`src/logic/hvp_map.svh`:
```
`ifndef HVP_MAP_SVH
`define HVP_MAP_SVH
// ****************************************
// register indices on the device port
// ****************************************
`define HVP_IDX_RATIO    8'ha0
`define HVP_IDX_ACL      8'ha1
`define HVP_IDX_CTL      8'ha2
`define HVP_IDX_PHL      8'ha8
`define HVP_IDX_PHH      8'ha9
`define HVP_IDX_STAT     8'hab
// ****************************************
// field positions of the control register
// ****************************************
`define HVP_CTL_GAIN_LSB 0
`define HVP_CTL_WEIGHT   3
`define HVP_CTL_PFY_LSB  4
`define HVP_CTL_CHROMA_PREFILTER_SELECT_LSB 6
// ****************************************
// reset values
// ****************************************
`define HVP_RST_RATIO    6'h01
`define HVP_RST_ACL      6'h00
`define HVP_RST_CTL      8'h00
`define HVP_RST_PHASE    13'h0400
// ****************************************
// phase arithmetic
// ****************************************
`define HVP_PHASE_ONE    14'h0400
`define HVP_PHASE_MIN    13'h012c
`define HVP_FRAC_W       10
`define HVP_INTERP_W     6
`define HVP_RATIO_MIN    6'h01
`endif

```
`src/logic/hvp_pkg.sv`:
```
`default_nettype none
package hvp_pkg;
    typedef logic [7:0] hvp_pix_t;
    typedef enum {AH_IDLE, AH_WR, AH_WR2, AH_RD, AH_DONE} hvp_ahb_state_t;
endpackage
`default_nettype wire

```
`src/logic/hvp_if.sv`:
```
`timescale 1ns/100ps
`default_nettype none
interface hvp_if;
    logic [7:0] reg_addr;
    logic [7:0] reg_wdata;
    logic       reg_we;
    logic [7:0] reg_rdata;
    modport dev  (input reg_addr, input reg_wdata, input reg_we, output reg_rdata);
    modport ctrl (output reg_addr, output reg_wdata, output reg_we, input reg_rdata);
endinterface
`default_nettype wire

```
`src/logic/hvp_scaler.sv`:
```
// Local design decision: the AHB-Lite slave port.
`timescale 1ns/100ps
`default_nettype none
`include "hvp_map.svh"
// Functional notes
// RULE_01 - scale equals 1/ratio times 1024/phase
// RULE_02 - prescale ratio kept within 1 to 63
// RULE_03 - phase parameter kept within 300 to 8191
// RULE_04 - fine scaler interpolates with 6-bit phase
// RULE_05 - averaging length is field plus one
// RULE_06 - weight bit doubles inner accumulated pixels
// RULE_07 - dc gain follows length and weighting
// RULE_08 - result shifted right by gain field
// RULE_09 - software keeps overall prescaler gain at most one
// RULE_10 - averaging field below twice prescale ratio
// RULE_11 - up to 64 averaging plus 7 taps
// RULE_12 - prefilter codes select bypass or kernels
// RULE_13 - shared timing, separate luma/chroma prefilters
// RULE_14 - raw source copy at line start/end
// RULE_15 - fine scaler from 1024/300 (about 3.4x) down to 1024/8191
// RULE_16 - one prescaled sample per ratio inputs
// RULE_17 - phase accumulates, top 6 fraction bits used
module hvp_scaler #(
    parameter int ACC_W = 16,
    parameter int DEPTH = 2
) (
    input  wire logic             clk_sys_in,
    input  wire logic             nrst_in,
    input  wire hvp_pkg::hvp_pix_t src_y_in,
    input  wire hvp_pkg::hvp_pix_t src_c_in,
    input  wire logic             src_sol_in,
    input  wire logic             src_eol_in,
    input  wire logic             src_valid_in,
    output logic                  src_ready_out,
    output hvp_pkg::hvp_pix_t     dst_y_out,
    output hvp_pkg::hvp_pix_t     dst_c_out,
    output logic                  dst_sol_out,
    output logic                  dst_eol_out,
    output logic                  dst_valid_out,
    input  wire logic             dst_ready_in,
    hvp_if.dev                    link
);
    import hvp_pkg::*;
    localparam int PIX_W = $bits(hvp_pix_t);
    localparam int PTR_W = (DEPTH > 1) ? $clog2(DEPTH) : 1;
    localparam int BUF_W = 2 * PIX_W + 2;
    // ****************************************
    // register file
    // ****************************************
    logic [5:0]  ratio;
    logic [5:0]  acl;
    logic [7:0]  ctl;
    logic [12:0] inc;
    logic        have;
    logic        pre_v;
    logic [PTR_W:0] cnt_b;
    wire  [2:0] gain = ctl[`HVP_CTL_GAIN_LSB +: 3];
    wire        dbl  = ctl[`HVP_CTL_WEIGHT];
    wire  [1:0] luma_prefilter_select  = ctl[`HVP_CTL_PFY_LSB +: 2];
    wire  [1:0] chroma_prefilter_select = ctl[`HVP_CTL_CHROMA_PREFILTER_SELECT_LSB +: 2];
    wire        full = (cnt_b == (PTR_W + 1)'(DEPTH));
    always_ff @(posedge clk_sys_in or negedge nrst_in) begin
        if (!nrst_in) begin
            ratio <= `HVP_RST_RATIO;
            acl   <= `HVP_RST_ACL;
            ctl   <= `HVP_RST_CTL;
            inc   <= `HVP_RST_PHASE;
        end else if (link.reg_we) begin
            case (link.reg_addr)
                `HVP_IDX_RATIO: ratio <= link.reg_wdata[5:0];
                `HVP_IDX_ACL:   acl <= link.reg_wdata[5:0];
                `HVP_IDX_CTL:   ctl <= link.reg_wdata;
                `HVP_IDX_PHL:   inc[7:0] <= link.reg_wdata;
                `HVP_IDX_PHH:   inc[12:8] <= link.reg_wdata[4:0];
                default: ;
            endcase
        end
    end
    assign link.reg_rdata = (link.reg_addr == `HVP_IDX_RATIO) ? {2'h0, ratio} :
                            (link.reg_addr == `HVP_IDX_ACL)   ? {2'h0, acl} :
                            (link.reg_addr == `HVP_IDX_CTL)   ? ctl :
                            (link.reg_addr == `HVP_IDX_PHL)   ? inc[7:0] :
                            (link.reg_addr == `HVP_IDX_PHH)   ? {3'h0, inc[12:8]} :
                            (link.reg_addr == `HVP_IDX_STAT)  ? {5'h0, have, pre_v, full} : 8'h00;
    // ****************************************
    // fir prefilter, window 0 is the newest sample
    // ****************************************
    function automatic hvp_pix_t prefilt(input logic [6:0][PIX_W-1:0] w, input logic [1:0] sel,
                                         input logic luma);
        int s;
        int r;
        s = int'(w[3]);
        r = 0;
        case (sel)
            2'h1: s = (int'(w[2]) + 2 * int'(w[3]) + int'(w[4])) >>> 2;
            2'h2: begin
                if (luma) begin
                    s = (-4 * int'(w[0]) + 4 * int'(w[1]) + 7 * int'(w[2]) + 18 * int'(w[3])
                         + 7 * int'(w[4]) + 4 * int'(w[5]) - 4 * int'(w[6])) >>> 5;
                end else begin
                    s = (3 * int'(w[1]) + 8 * int'(w[2]) + 10 * int'(w[3]) + 8 * int'(w[4])
                         + 3 * int'(w[5])) >>> 5;
                end
            end
            2'h3: s = (int'(w[1]) + 2 * int'(w[2]) + 2 * int'(w[3]) + 2 * int'(w[4])
                       + int'(w[5])) >>> 3;
            default: s = int'(w[3]);
        endcase
        r = (s < 0) ? 0 : ((s > (1 << PIX_W) - 1) ? (1 << PIX_W) - 1 : s);
        return PIX_W'(r);
    endfunction
    logic [6:0][PIX_W-1:0] wy;
    logic [6:0][PIX_W-1:0] wc;
    logic [6:0][PIX_W-1:0] next_wy;
    logic [6:0][PIX_W-1:0] next_wc;
    // a line start fills the window with its own sample so no old line leaks in
    always_comb begin
        for (int i = 0; i < 7; i++) begin
            next_wy[i] = (src_sol_in || i == 0) ? src_y_in : wy[(i > 0) ? i - 1 : 0];
            next_wc[i] = (src_sol_in || i == 0) ? src_c_in : wc[(i > 0) ? i - 1 : 0];
        end
    end
    wire hvp_pix_t fy = prefilt(next_wy, luma_prefilter_select, 1'b1);                              // RULE_12 RULE_13
    wire hvp_pix_t fc = prefilt(next_wc, chroma_prefilter_select, 1'b0);                             // RULE_12 RULE_13
    // ****************************************
    // integer prescaler, two accumulators so a run may span two periods
    // ****************************************
    logic [5:0]       cnt;
    logic             sel;
    logic [1:0]       act;
    logic [1:0][5:0]  k;
    logic [1:0][ACC_W-1:0] sy;
    logic [1:0][ACC_W-1:0] sc;
    logic [1:0][ACC_W-1:0] ny;
    logic [1:0][ACC_W-1:0] nc;
    logic [1:0]       st;
    logic [1:0]       on;
    logic [1:0]       done;
    logic [1:0][5:0]  tk;
    wire        in_fire = src_valid_in && src_ready_out;
    wire  [5:0] cur_cnt = src_sol_in ? 6'h00 : cnt;
    wire        start   = (cur_cnt == 6'h00);                                     // RULE_16
    wire        sel_eff = src_sol_in ? 1'b0 : sel;
    always_comb begin
        for (int a = 0; a < 2; a++) begin
            st[a]   = start && (sel_eff == a[0]);
            on[a]   = st[a] || (act[a] && !src_sol_in);
            tk[a]   = st[a] ? 6'h00 : k[a];
            done[a] = on[a] && (tk[a] == acl);                                    // RULE_05 RULE_11
            // inner taps weigh two when doubling is on
            ny[a] = (st[a] ? '0 : sy[a])
                    + (ACC_W'(fy) << ((tk[a] != 6'h00 && tk[a] != acl && dbl) ? 1 : 0)); // RULE_06 RULE_07
            nc[a] = (st[a] ? '0 : sc[a])
                    + (ACC_W'(fc) << ((tk[a] != 6'h00 && tk[a] != acl && dbl) ? 1 : 0));
        end
    end
    wire [ACC_W-1:0] shy  = (done[0] ? ny[0] : ny[1]) >> gain;                    // RULE_08
    wire [ACC_W-1:0] shc  = (done[0] ? nc[0] : nc[1]) >> gain;
    wire hvp_pix_t   avy  = (shy > ACC_W'((1 << PIX_W) - 1)) ? '1 : shy[PIX_W-1:0];
    wire hvp_pix_t   avc  = (shc > ACC_W'((1 << PIX_W) - 1)) ? '1 : shc[PIX_W-1:0];
    wire             edge_l = src_sol_in || src_eol_in;
    wire             emit = edge_l || (|done);
    always_ff @(posedge clk_sys_in or negedge nrst_in) begin
        if (!nrst_in) begin
            wy  <= '0;
            wc  <= '0;
            cnt <= 6'h00;
            sel <= 1'b0;
            act <= 2'b00;
            k   <= '0;
            sy  <= '0;
            sc  <= '0;
        end else if (in_fire) begin
            wy  <= next_wy;
            wc  <= next_wc;
            cnt <= (cur_cnt >= ratio - 6'h01) ? 6'h00 : cur_cnt + 6'h01;         // RULE_16
            sel <= start ? ~sel_eff : sel_eff;
            for (int a = 0; a < 2; a++) begin
                act[a] <= on[a] && !done[a];
                k[a]   <= tk[a] + 6'h01;
                sy[a]  <= ny[a];
                sc[a]  <= nc[a];
            end
        end
    end
    // ****************************************
    // prescaled sample holding register
    // ****************************************
    hvp_pix_t pre_y;
    hvp_pix_t pre_c;
    logic     pre_sol;
    logic     pre_eol;
    logic     consume;
    // one sample of slack only; the fine scaler stalls the source while it works
    assign src_ready_out = !pre_v;
    always_ff @(posedge clk_sys_in or negedge nrst_in) begin
        if (!nrst_in) begin
            pre_v   <= 1'b0;
            pre_y   <= '0;
            pre_c   <= '0;
            pre_sol <= 1'b0;
            pre_eol <= 1'b0;
        end else if (in_fire && emit) begin
            pre_v   <= 1'b1;
            pre_y   <= edge_l ? src_y_in : avy;                                   // RULE_14
            pre_c   <= edge_l ? src_c_in : avc;                                   // RULE_14
            pre_sol <= src_sol_in;
            pre_eol <= src_eol_in;
        end else if (consume) begin
            pre_v <= 1'b0;
        end
    end
    // ****************************************
    // fine scaler, phase in 1/1024 steps
    // ****************************************
    logic [13:0] ph;
    hvp_pix_t    prev_y;
    hvp_pix_t    prev_c;
    hvp_pix_t    cur_y;
    hvp_pix_t    cur_c;
    logic        cur_eol;
    logic        sol_pend;
    wire  [13:0] next_ph = 14'(ph + {1'b0, inc});                                 // RULE_15 RULE_17
    wire  [5:0]  frac    = ph[`HVP_FRAC_W-1 -: `HVP_INTERP_W];                     // RULE_04 RULE_17
    wire         at_end  = (ph >= `HVP_PHASE_ONE);
    // a line's tail ends on its last sample when the phase lands on it, else on the output before the phase would overshoot it
    wire         last    = cur_eol && (at_end || (next_ph > `HVP_PHASE_ONE));         // RULE_14
    // while a line's last sample is held nothing new enters, so the tail is never cut
    assign consume = pre_v && (!have || (!cur_eol && (pre_sol || at_end)));
    wire         produce = have && !consume && (!at_end || cur_eol) && !full;
    function automatic hvp_pix_t lerp(input hvp_pix_t a, input hvp_pix_t b, input logic [5:0] f);
        int r;
        r = (int'(a) * ((1 << `HVP_INTERP_W) - int'(f)) + int'(b) * int'(f)) >>> `HVP_INTERP_W;
        return PIX_W'(r);
    endfunction
    always_ff @(posedge clk_sys_in or negedge nrst_in) begin
        if (!nrst_in) begin
            ph       <= 14'h0000;
            have     <= 1'b0;
            prev_y   <= '0;
            prev_c   <= '0;
            cur_y    <= '0;
            cur_c    <= '0;
            cur_eol  <= 1'b0;
            sol_pend <= 1'b0;
        end else if (consume && pre_sol) begin
            have     <= 1'b1;
            // one step back, so the first output lands on the first sample, not before it
            ph       <= `HVP_PHASE_ONE;
            prev_y   <= pre_y;
            prev_c   <= pre_c;
            cur_y    <= pre_y;
            cur_c    <= pre_c;
            cur_eol  <= pre_eol;
            sol_pend <= 1'b1;
        end else if (consume && have) begin
            ph      <= ph - `HVP_PHASE_ONE;                                       // RULE_01
            prev_y  <= cur_y;
            prev_c  <= cur_c;
            cur_y   <= pre_y;
            cur_c   <= pre_c;
            cur_eol <= pre_eol;
        end else if (produce) begin
            ph       <= next_ph;                                                  // RULE_17
            sol_pend <= 1'b0;
            if (last) begin
                have <= 1'b0;
            end
        end
    end
    // ****************************************
    // output buffer; a downstream stall backs up into the fine scaler
    // ****************************************
    logic [DEPTH-1:0][BUF_W-1:0] mem;
    logic [PTR_W-1:0] wp;
    logic [PTR_W-1:0] rp;
    wire              pop = dst_valid_out && dst_ready_in;
    wire [BUF_W-1:0]  push_word = at_end ? {cur_y, cur_c, sol_pend, last} :
                                  {lerp(prev_y, cur_y, frac), lerp(prev_c, cur_c, frac),
                                   sol_pend, last};                               // RULE_04
    assign dst_valid_out = (cnt_b != '0);
    assign {dst_y_out, dst_c_out, dst_sol_out, dst_eol_out} = mem[rp];
    always_ff @(posedge clk_sys_in or negedge nrst_in) begin
        if (!nrst_in) begin
            mem   <= '0;
            wp    <= '0;
            rp    <= '0;
            cnt_b <= '0;
        end else begin
            if (produce) begin
                mem[wp] <= push_word;
                wp      <= (wp == PTR_W'(DEPTH - 1)) ? '0 : wp + 1'b1;
            end
            if (pop) begin
                rp <= (rp == PTR_W'(DEPTH - 1)) ? '0 : rp + 1'b1;
            end
            cnt_b <= cnt_b + (PTR_W + 1)'(produce) - (PTR_W + 1)'(pop);
        end
    end
endmodule
`default_nettype wire

```
`src/flat_wrapper.sv`:
```
// flat-port wrapper written by rule: the top's interface ports become plain ports
module hvp_scaler_flat import hvp_pkg::*;
#(
    parameter int ACC_W = 16,
    parameter int DEPTH = 2
)
  (clk_sys_in, nrst_in, src_y_in, src_c_in, src_sol_in, src_eol_in, src_valid_in, src_ready_out, dst_y_out, dst_c_out, dst_sol_out, dst_eol_out, dst_valid_out, dst_ready_in, link_reg_addr, link_reg_wdata, link_reg_we, link_reg_rdata);
  hvp_if link_i ();
  input  wire logic clk_sys_in;
  input  wire logic nrst_in;
  input  wire hvp_pkg::hvp_pix_t src_y_in;
  input  wire hvp_pkg::hvp_pix_t src_c_in;
  input  wire logic src_sol_in;
  input  wire logic src_eol_in;
  input  wire logic src_valid_in;
  output logic src_ready_out;
  output hvp_pkg::hvp_pix_t dst_y_out;
  output hvp_pkg::hvp_pix_t dst_c_out;
  output logic dst_sol_out;
  output logic dst_eol_out;
  output logic dst_valid_out;
  input  wire logic dst_ready_in;
  input wire logic [$bits(link_i.reg_addr)-1:0] link_reg_addr;
  input wire logic [$bits(link_i.reg_wdata)-1:0] link_reg_wdata;
  input wire logic [$bits(link_i.reg_we)-1:0] link_reg_we;
  output wire logic [$bits(link_i.reg_rdata)-1:0] link_reg_rdata;
  assign link_i.reg_addr = link_reg_addr;
  assign link_i.reg_wdata = link_reg_wdata;
  assign link_i.reg_we = link_reg_we;
  assign link_reg_rdata = link_i.reg_rdata;
  hvp_scaler #(.ACC_W(ACC_W), .DEPTH(DEPTH)) u_core (.clk_sys_in(clk_sys_in), .nrst_in(nrst_in), .src_y_in(src_y_in), .src_c_in(src_c_in), .src_sol_in(src_sol_in), .src_eol_in(src_eol_in), .src_valid_in(src_valid_in), .src_ready_out(src_ready_out), .dst_y_out(dst_y_out), .dst_c_out(dst_c_out), .dst_sol_out(dst_sol_out), .dst_eol_out(dst_eol_out), .dst_valid_out(dst_valid_out), .dst_ready_in(dst_ready_in), .link(link_i));
endmodule
```
`config.mk`:
```
export PLATFORM = sky130hd
export DESIGN_NAME = hvp_scaler_flat
export DESIGN_NICKNAME = d
export VERILOG_FILES = /design/src/logic/hvp_pkg.sv /design/src/logic/hvp_if.sv /design/src/logic/hvp_scaler.sv /design/src/flat_wrapper.sv
export VERILOG_INCLUDE_DIRS = /design/src /design/src/logic
export SDC_FILE = /design/constraint.sdc
export NUM_CORES = 2
export LEC_CHECK = 0
export BUFFER_PORTS_ARGS = -buffer_cell sky130_fd_sc_hd__buf_4
export CAP_MARGIN = 10
export CORE_MARGIN = 2
export CORE_UTILIZATION = 50
export CTS_BUF_LIST = sky130_fd_sc_hd__clkbuf_4
export DETAILED_ROUTE_END_ITERATION = 8
export PLACE_DENSITY = 0.68
export RECOVER_POWER = 50
export SYNTH_ARGS = -nofsm -noshare
export SYNTH_HDL_FRONTEND = slang
export SYNTH_SLANG_ARGS = --single-unit
```
`constraint.sdc`:
```
create_clock -name clk_sys_in -period 10.1 [get_ports clk_sys_in]
set_clock_uncertainty 0.05 [all_clocks]
set_input_delay 1.01 -clock clk_sys_in [delete_from_list [all_inputs] [get_ports clk_sys_in]]
set_output_delay 1.01 -clock clk_sys_in [all_outputs]
set_load 0.005 [all_outputs]
```
# After elaboration in Yosys (flattened, before gate mapping)

Cells that the tools add are included.
Widths: inputs -> output; s select.

Flip-flop bits (word level): 314
Input port bits: 39
Output and inout port bits: 28
Word-level logic and storage cells: 259

Add/subtract/negate cells: 40
Multiply operators: 10
Order comparisons: 12
Equal/unequal tests: 18
Shift-type cells: 6
Muxes and demuxes: 71
Bitwise logic cells: 1
Reductions and logical operators: 58

Operators with widths:

| cell                 | count |
|---|---|
| $mux 8               | 32 |
| $pmux 32 s3          | 2 |
| $add 32x32->32       | 5 |
| $add 32x10->32       | 4 |
| $add 32x9->32        | 4 |
| $shl 8x32->16        | 4 |
| $mux 16              | 6 |
| $mux 18              | 4 |
| $add 16x16->16       | 4 |
| $add 32x11->32       | 2 |
| $add 32x12->32       | 2 |
| $gt 32x9->1 const B  | 2 |
| $lt 32x1->1 const B  | 2 |
| $mul 9x32->14        | 2 |
| $eq 8x8->1 const B   | 6 |
| $mux 14              | 3 |
| $add 8x9->10         | 4 |
| $bwmux 36            | 1 |
| $mul 3x8->11 const A | 3 |
| $gt 16x8->1 const B  | 2 |
| $shr 16x3->16        | 2 |
| $sub 32x11->32       | 1 |
| $neg 8->30           | 1 |
| $add 14x14->14       | 2 |
| other kinds (36)     | 116 |

# Logic depth before layout (Yosys ltp)

Depth in word-level cells: 18
Depth in mapped cells: 51

# Worst setup path after synthesis

Ideal clock, no wire load.

Kind: input to register
From: input port src_sol_in
To: register u_core.pre_y[0]
Library setup time: 104 ps
Arrival: 11995 ps
Path slack: -2049 ps
Stages on the path: 47
Path through: buf_2 inv_1 clkbuf_1 clkbuf_1 clkbuf_1 buf_1 a21oi_1 inv_1 fa_1 ha_1 a21o_1 a21oi_1 o21ai_0 a21oi_1 nor2b_1 nor2_1 nor2_1 nor2_1 [... 11 more ...] nor2_2 o21ba_2 o21ai_2 mux2_1 or4_4 o32ai_4 buf_6 a21oi_1 ha_1 a2111oi_0 o21ai_0 a21boi_0 nor2_1 mux2i_1 mux2_2 a222oi_1 nor4b_4 a221oi_1

RTL lines:

| what                 | RTL line           | text |
|---|---|---|
| from (decl)          | flat_wrapper.sv:13 | `input wire logic src_sol_in;` |
| to (signal assigned) | hvp_scaler.sv:205  | `pre_y <= edge_l ? src_y_in : avy;` |
| to (decl)            | hvp_scaler.sv:189  | `hvp_pix_t pre_y;` |

==> results.toml <==
[grt]
grt_antenna_before_repair = 4
grt_pass1_wl_mm = 163
grt_overflow = 0
grt_pass1_vias = 30700
grt_max_degree = 82
grt_util_all_layers_pct = 27.5

[worst_setup_path]
crit_required_ps = 10790
max_stage_delay_ps = 560
cp-start-kind = "register"
cp.arrival_ps = 10860
path_max_fanout = 7
path_class = "reg2reg"
cpMaxStageDelayCell = "fa_1"
end_kind = "register"

[sta]
worst_slew_pin_slew_ps = 4610
slew_violations = 459
final_hold_viol_count = 0
finalCritPeriodShare_pct = 101
hold_slack_ps = 325
rsz0062_at_grt = "yes"
setup_viol = 7
slew_headroom_pct = -207
setup_ws_ps = -69.5
period_needed_ps = 10170
max_freq_mhz = 98.3

[detailed_routing]
routed_via_density = 5.56
drtIter0Drc = 1932
vias = 30800
drc_errors = 0
wirelength_mm = 101
avgRoutedWirePerCell_um = 18.2
firstDrtPassIters = 5
ant_nets = 0

[final_layout]
ff_latch_area_um2 = 7860
fillers = 6430
layout.nets = 5216
multi_input_area_um2 = 26000
syn2layout_area_growth_pct = 16.2
layout-drive-gt1-share_pct = 18.8

[worst_hold_path]
hold_path.class = "in2reg"

[logic_synthesis]
synth.distinct_cells = 103
syn_avg_cell_area_um2 = 8.65
netlist_instances = 4138
synth_edf_count = 0
yosys.area.top_type = "dfrtp_1"
yosysMostFrequentCell = "nand2_1"
synth_area_leaders = "dfrtp_1, fa_1, ha_1, nand2_1, inv_1"
syn_area_um2 = 35800
syn-num-nets = 4826
ys.flop_type = "dfrtp_1"
yosys_warnings = 0
async_flop_share_pct = 100
yosys-top-cells-count = "nand2_1, inv_1, ha_1, dfrtp_1, a21oi_1"
ys_seq_area_share_pct = 22.0
synth_top_area_share_pct = 21.8
ys_ff_latch = 314

[floorplanning]
start_util_pct = 50.3
die_x_um = 272
num_io_pins = 67
die_area_um2 = 73800
fp-row-count = 98
die_h_um = 272
core-area_um2 = 71200

[place]
hpwl_mm = 79.0
gp_congestion = 0.921
post-place-ws_ps = -1040
port_buffers = 66

[cts]
cts-buffers-inserted = 91
hold_buffers = 0
clk_latency_ps = 910
ctsLongestPathBuffers = 3
clk_transition_reported_paths_ps = 60
htreeDepth = 3
cts_tree = "done"
cts-root-buf = "clkbuf_4"
cts.sinks = 314

[outcome]
status = "finished with violations"
violations = "capacitance limit, slew limit, setup timing"

[flow_run]
drv_cap = 8
stage by stage:
step,TNS [ps],cell area (um2),util [%],std cells
after floorplan,-6890,36100,-,4138
after global placement,-9770,40000,56.1,5363
after detailed placement,-10970,40000,56.1,5363
after CTS,0,41200,57.9,5527
after global routing,-3320,41600,58.4,5549
final,-277,41600,58.4,5551
layout make-up:
cell class / instances / area share [%]
Multi-Input combinational cell: 3173 / 62.5
Inverter: 463 / 4.19
Tap cell: 950 / 2.86
Sequential cell: 314 / 18.9
Timing Repair Buffer: 485 / 8.81
Antenna cell: 7 / 0.0421
Clock buffer: 130 / 2.35
Clock inverter: 29 / 0.418
cells by family (layout without fill, tap and decap cells):
group / Yosys count / after routing / share of synthesized area (%)
buffers and inverters: 651 / 1107 / 7.00
AO/OA/AOI/OAI: 887 / 887 / 15.4
adder cells (fa/ha/maj): 649 / 649 / 28.2
XOR/XNOR: 199 / 199 / 4.91
multiplexers: 202 / 202 / 6.24
AND/OR/NAND/NOR: 1236 / 1236 / 16.2
other: 0 / 7 / 0
flip-flops: 314 / 314 / 22.0
sequential cells by signal (all words and copies together) (netlist names), 12 cells and up:
name and count:
u_core.inc 13, u_core.k 12, u_core.mem 36, u_core.ph 14, u_core.sc 32, u_core.sy 32, u_core.wc 40, u_core.wy 48
layout by cell type (no fill, tap or decap), drive strengths merged, types with 26 or more instances in the layout:
master	count
a21oi	286
a21o	70
o21ai	230
nor2b	67
mux2	106
a31oi	38
mux2i	90
ha	384
and2	132
nor2	248
fa	265
buf	474
nand2	520
nor3	56
a211oi	31
inv	463
dfrtp	312
nand3	55
clkbuf	141
or3	26
xor2	61
o21bai	32
xnor2	137
path summary, 6_finish.rpt:
check / start / end / slack (ps) / depth (start not counted)
hold reg to reg: u_core.sc[7] / u_core.sc[7] / 420 / 2
setup reg to reg: u_core.wy[27] / u_core.pre_y[1] / -70 / 46
max in group asynchronous: nrst_in / u_core.cnt[3] / 2100 / 3
min in group asynchronous: nrst_in / u_core.mem[5] / 1690 / 1
hold / removal: link_reg_wdata[7] / u_core.inc[7] / 320 / 2
setup / recovery: u_core.wy[27] / u_core.pre_y[1] / -70 / 46
what timing repair did:
| action | CTS | global route |
|---|---|---|
| gates cloned | 0 | 1 |
| endpoints found under the hold margin | 0 | 0 |
| pin swaps | 4 | 70 |
| setup buffers | 5 | 16 |
| setup endpoints to repair | 7 | 16 |
| resized for setup | 6 | 67 |
worst max-delay path: cells and delay by family (launching register included):
kind	cells	cell delay, ps
adder cells (fa/ha/maj)	8	3490
AO/OA/AOI/OAI	17	2850
XOR/XNOR	2	300
flip-flops	1	420
AND/OR/NAND/NOR	10	1890
buffers and inverters	9	1020
metal layers:
layer,part of all wire (%),track usage (%),vias up
met5,0,0,-
met4,3.3,8.92,0
met3,4.4,3.54,193
met2,47,46.3,706
met1,45,36.8,15100
li1,-,-,14800
Power is not shown: default switching activity piles up to over one toggle a cycle in this logic, so the estimate is an artifact.
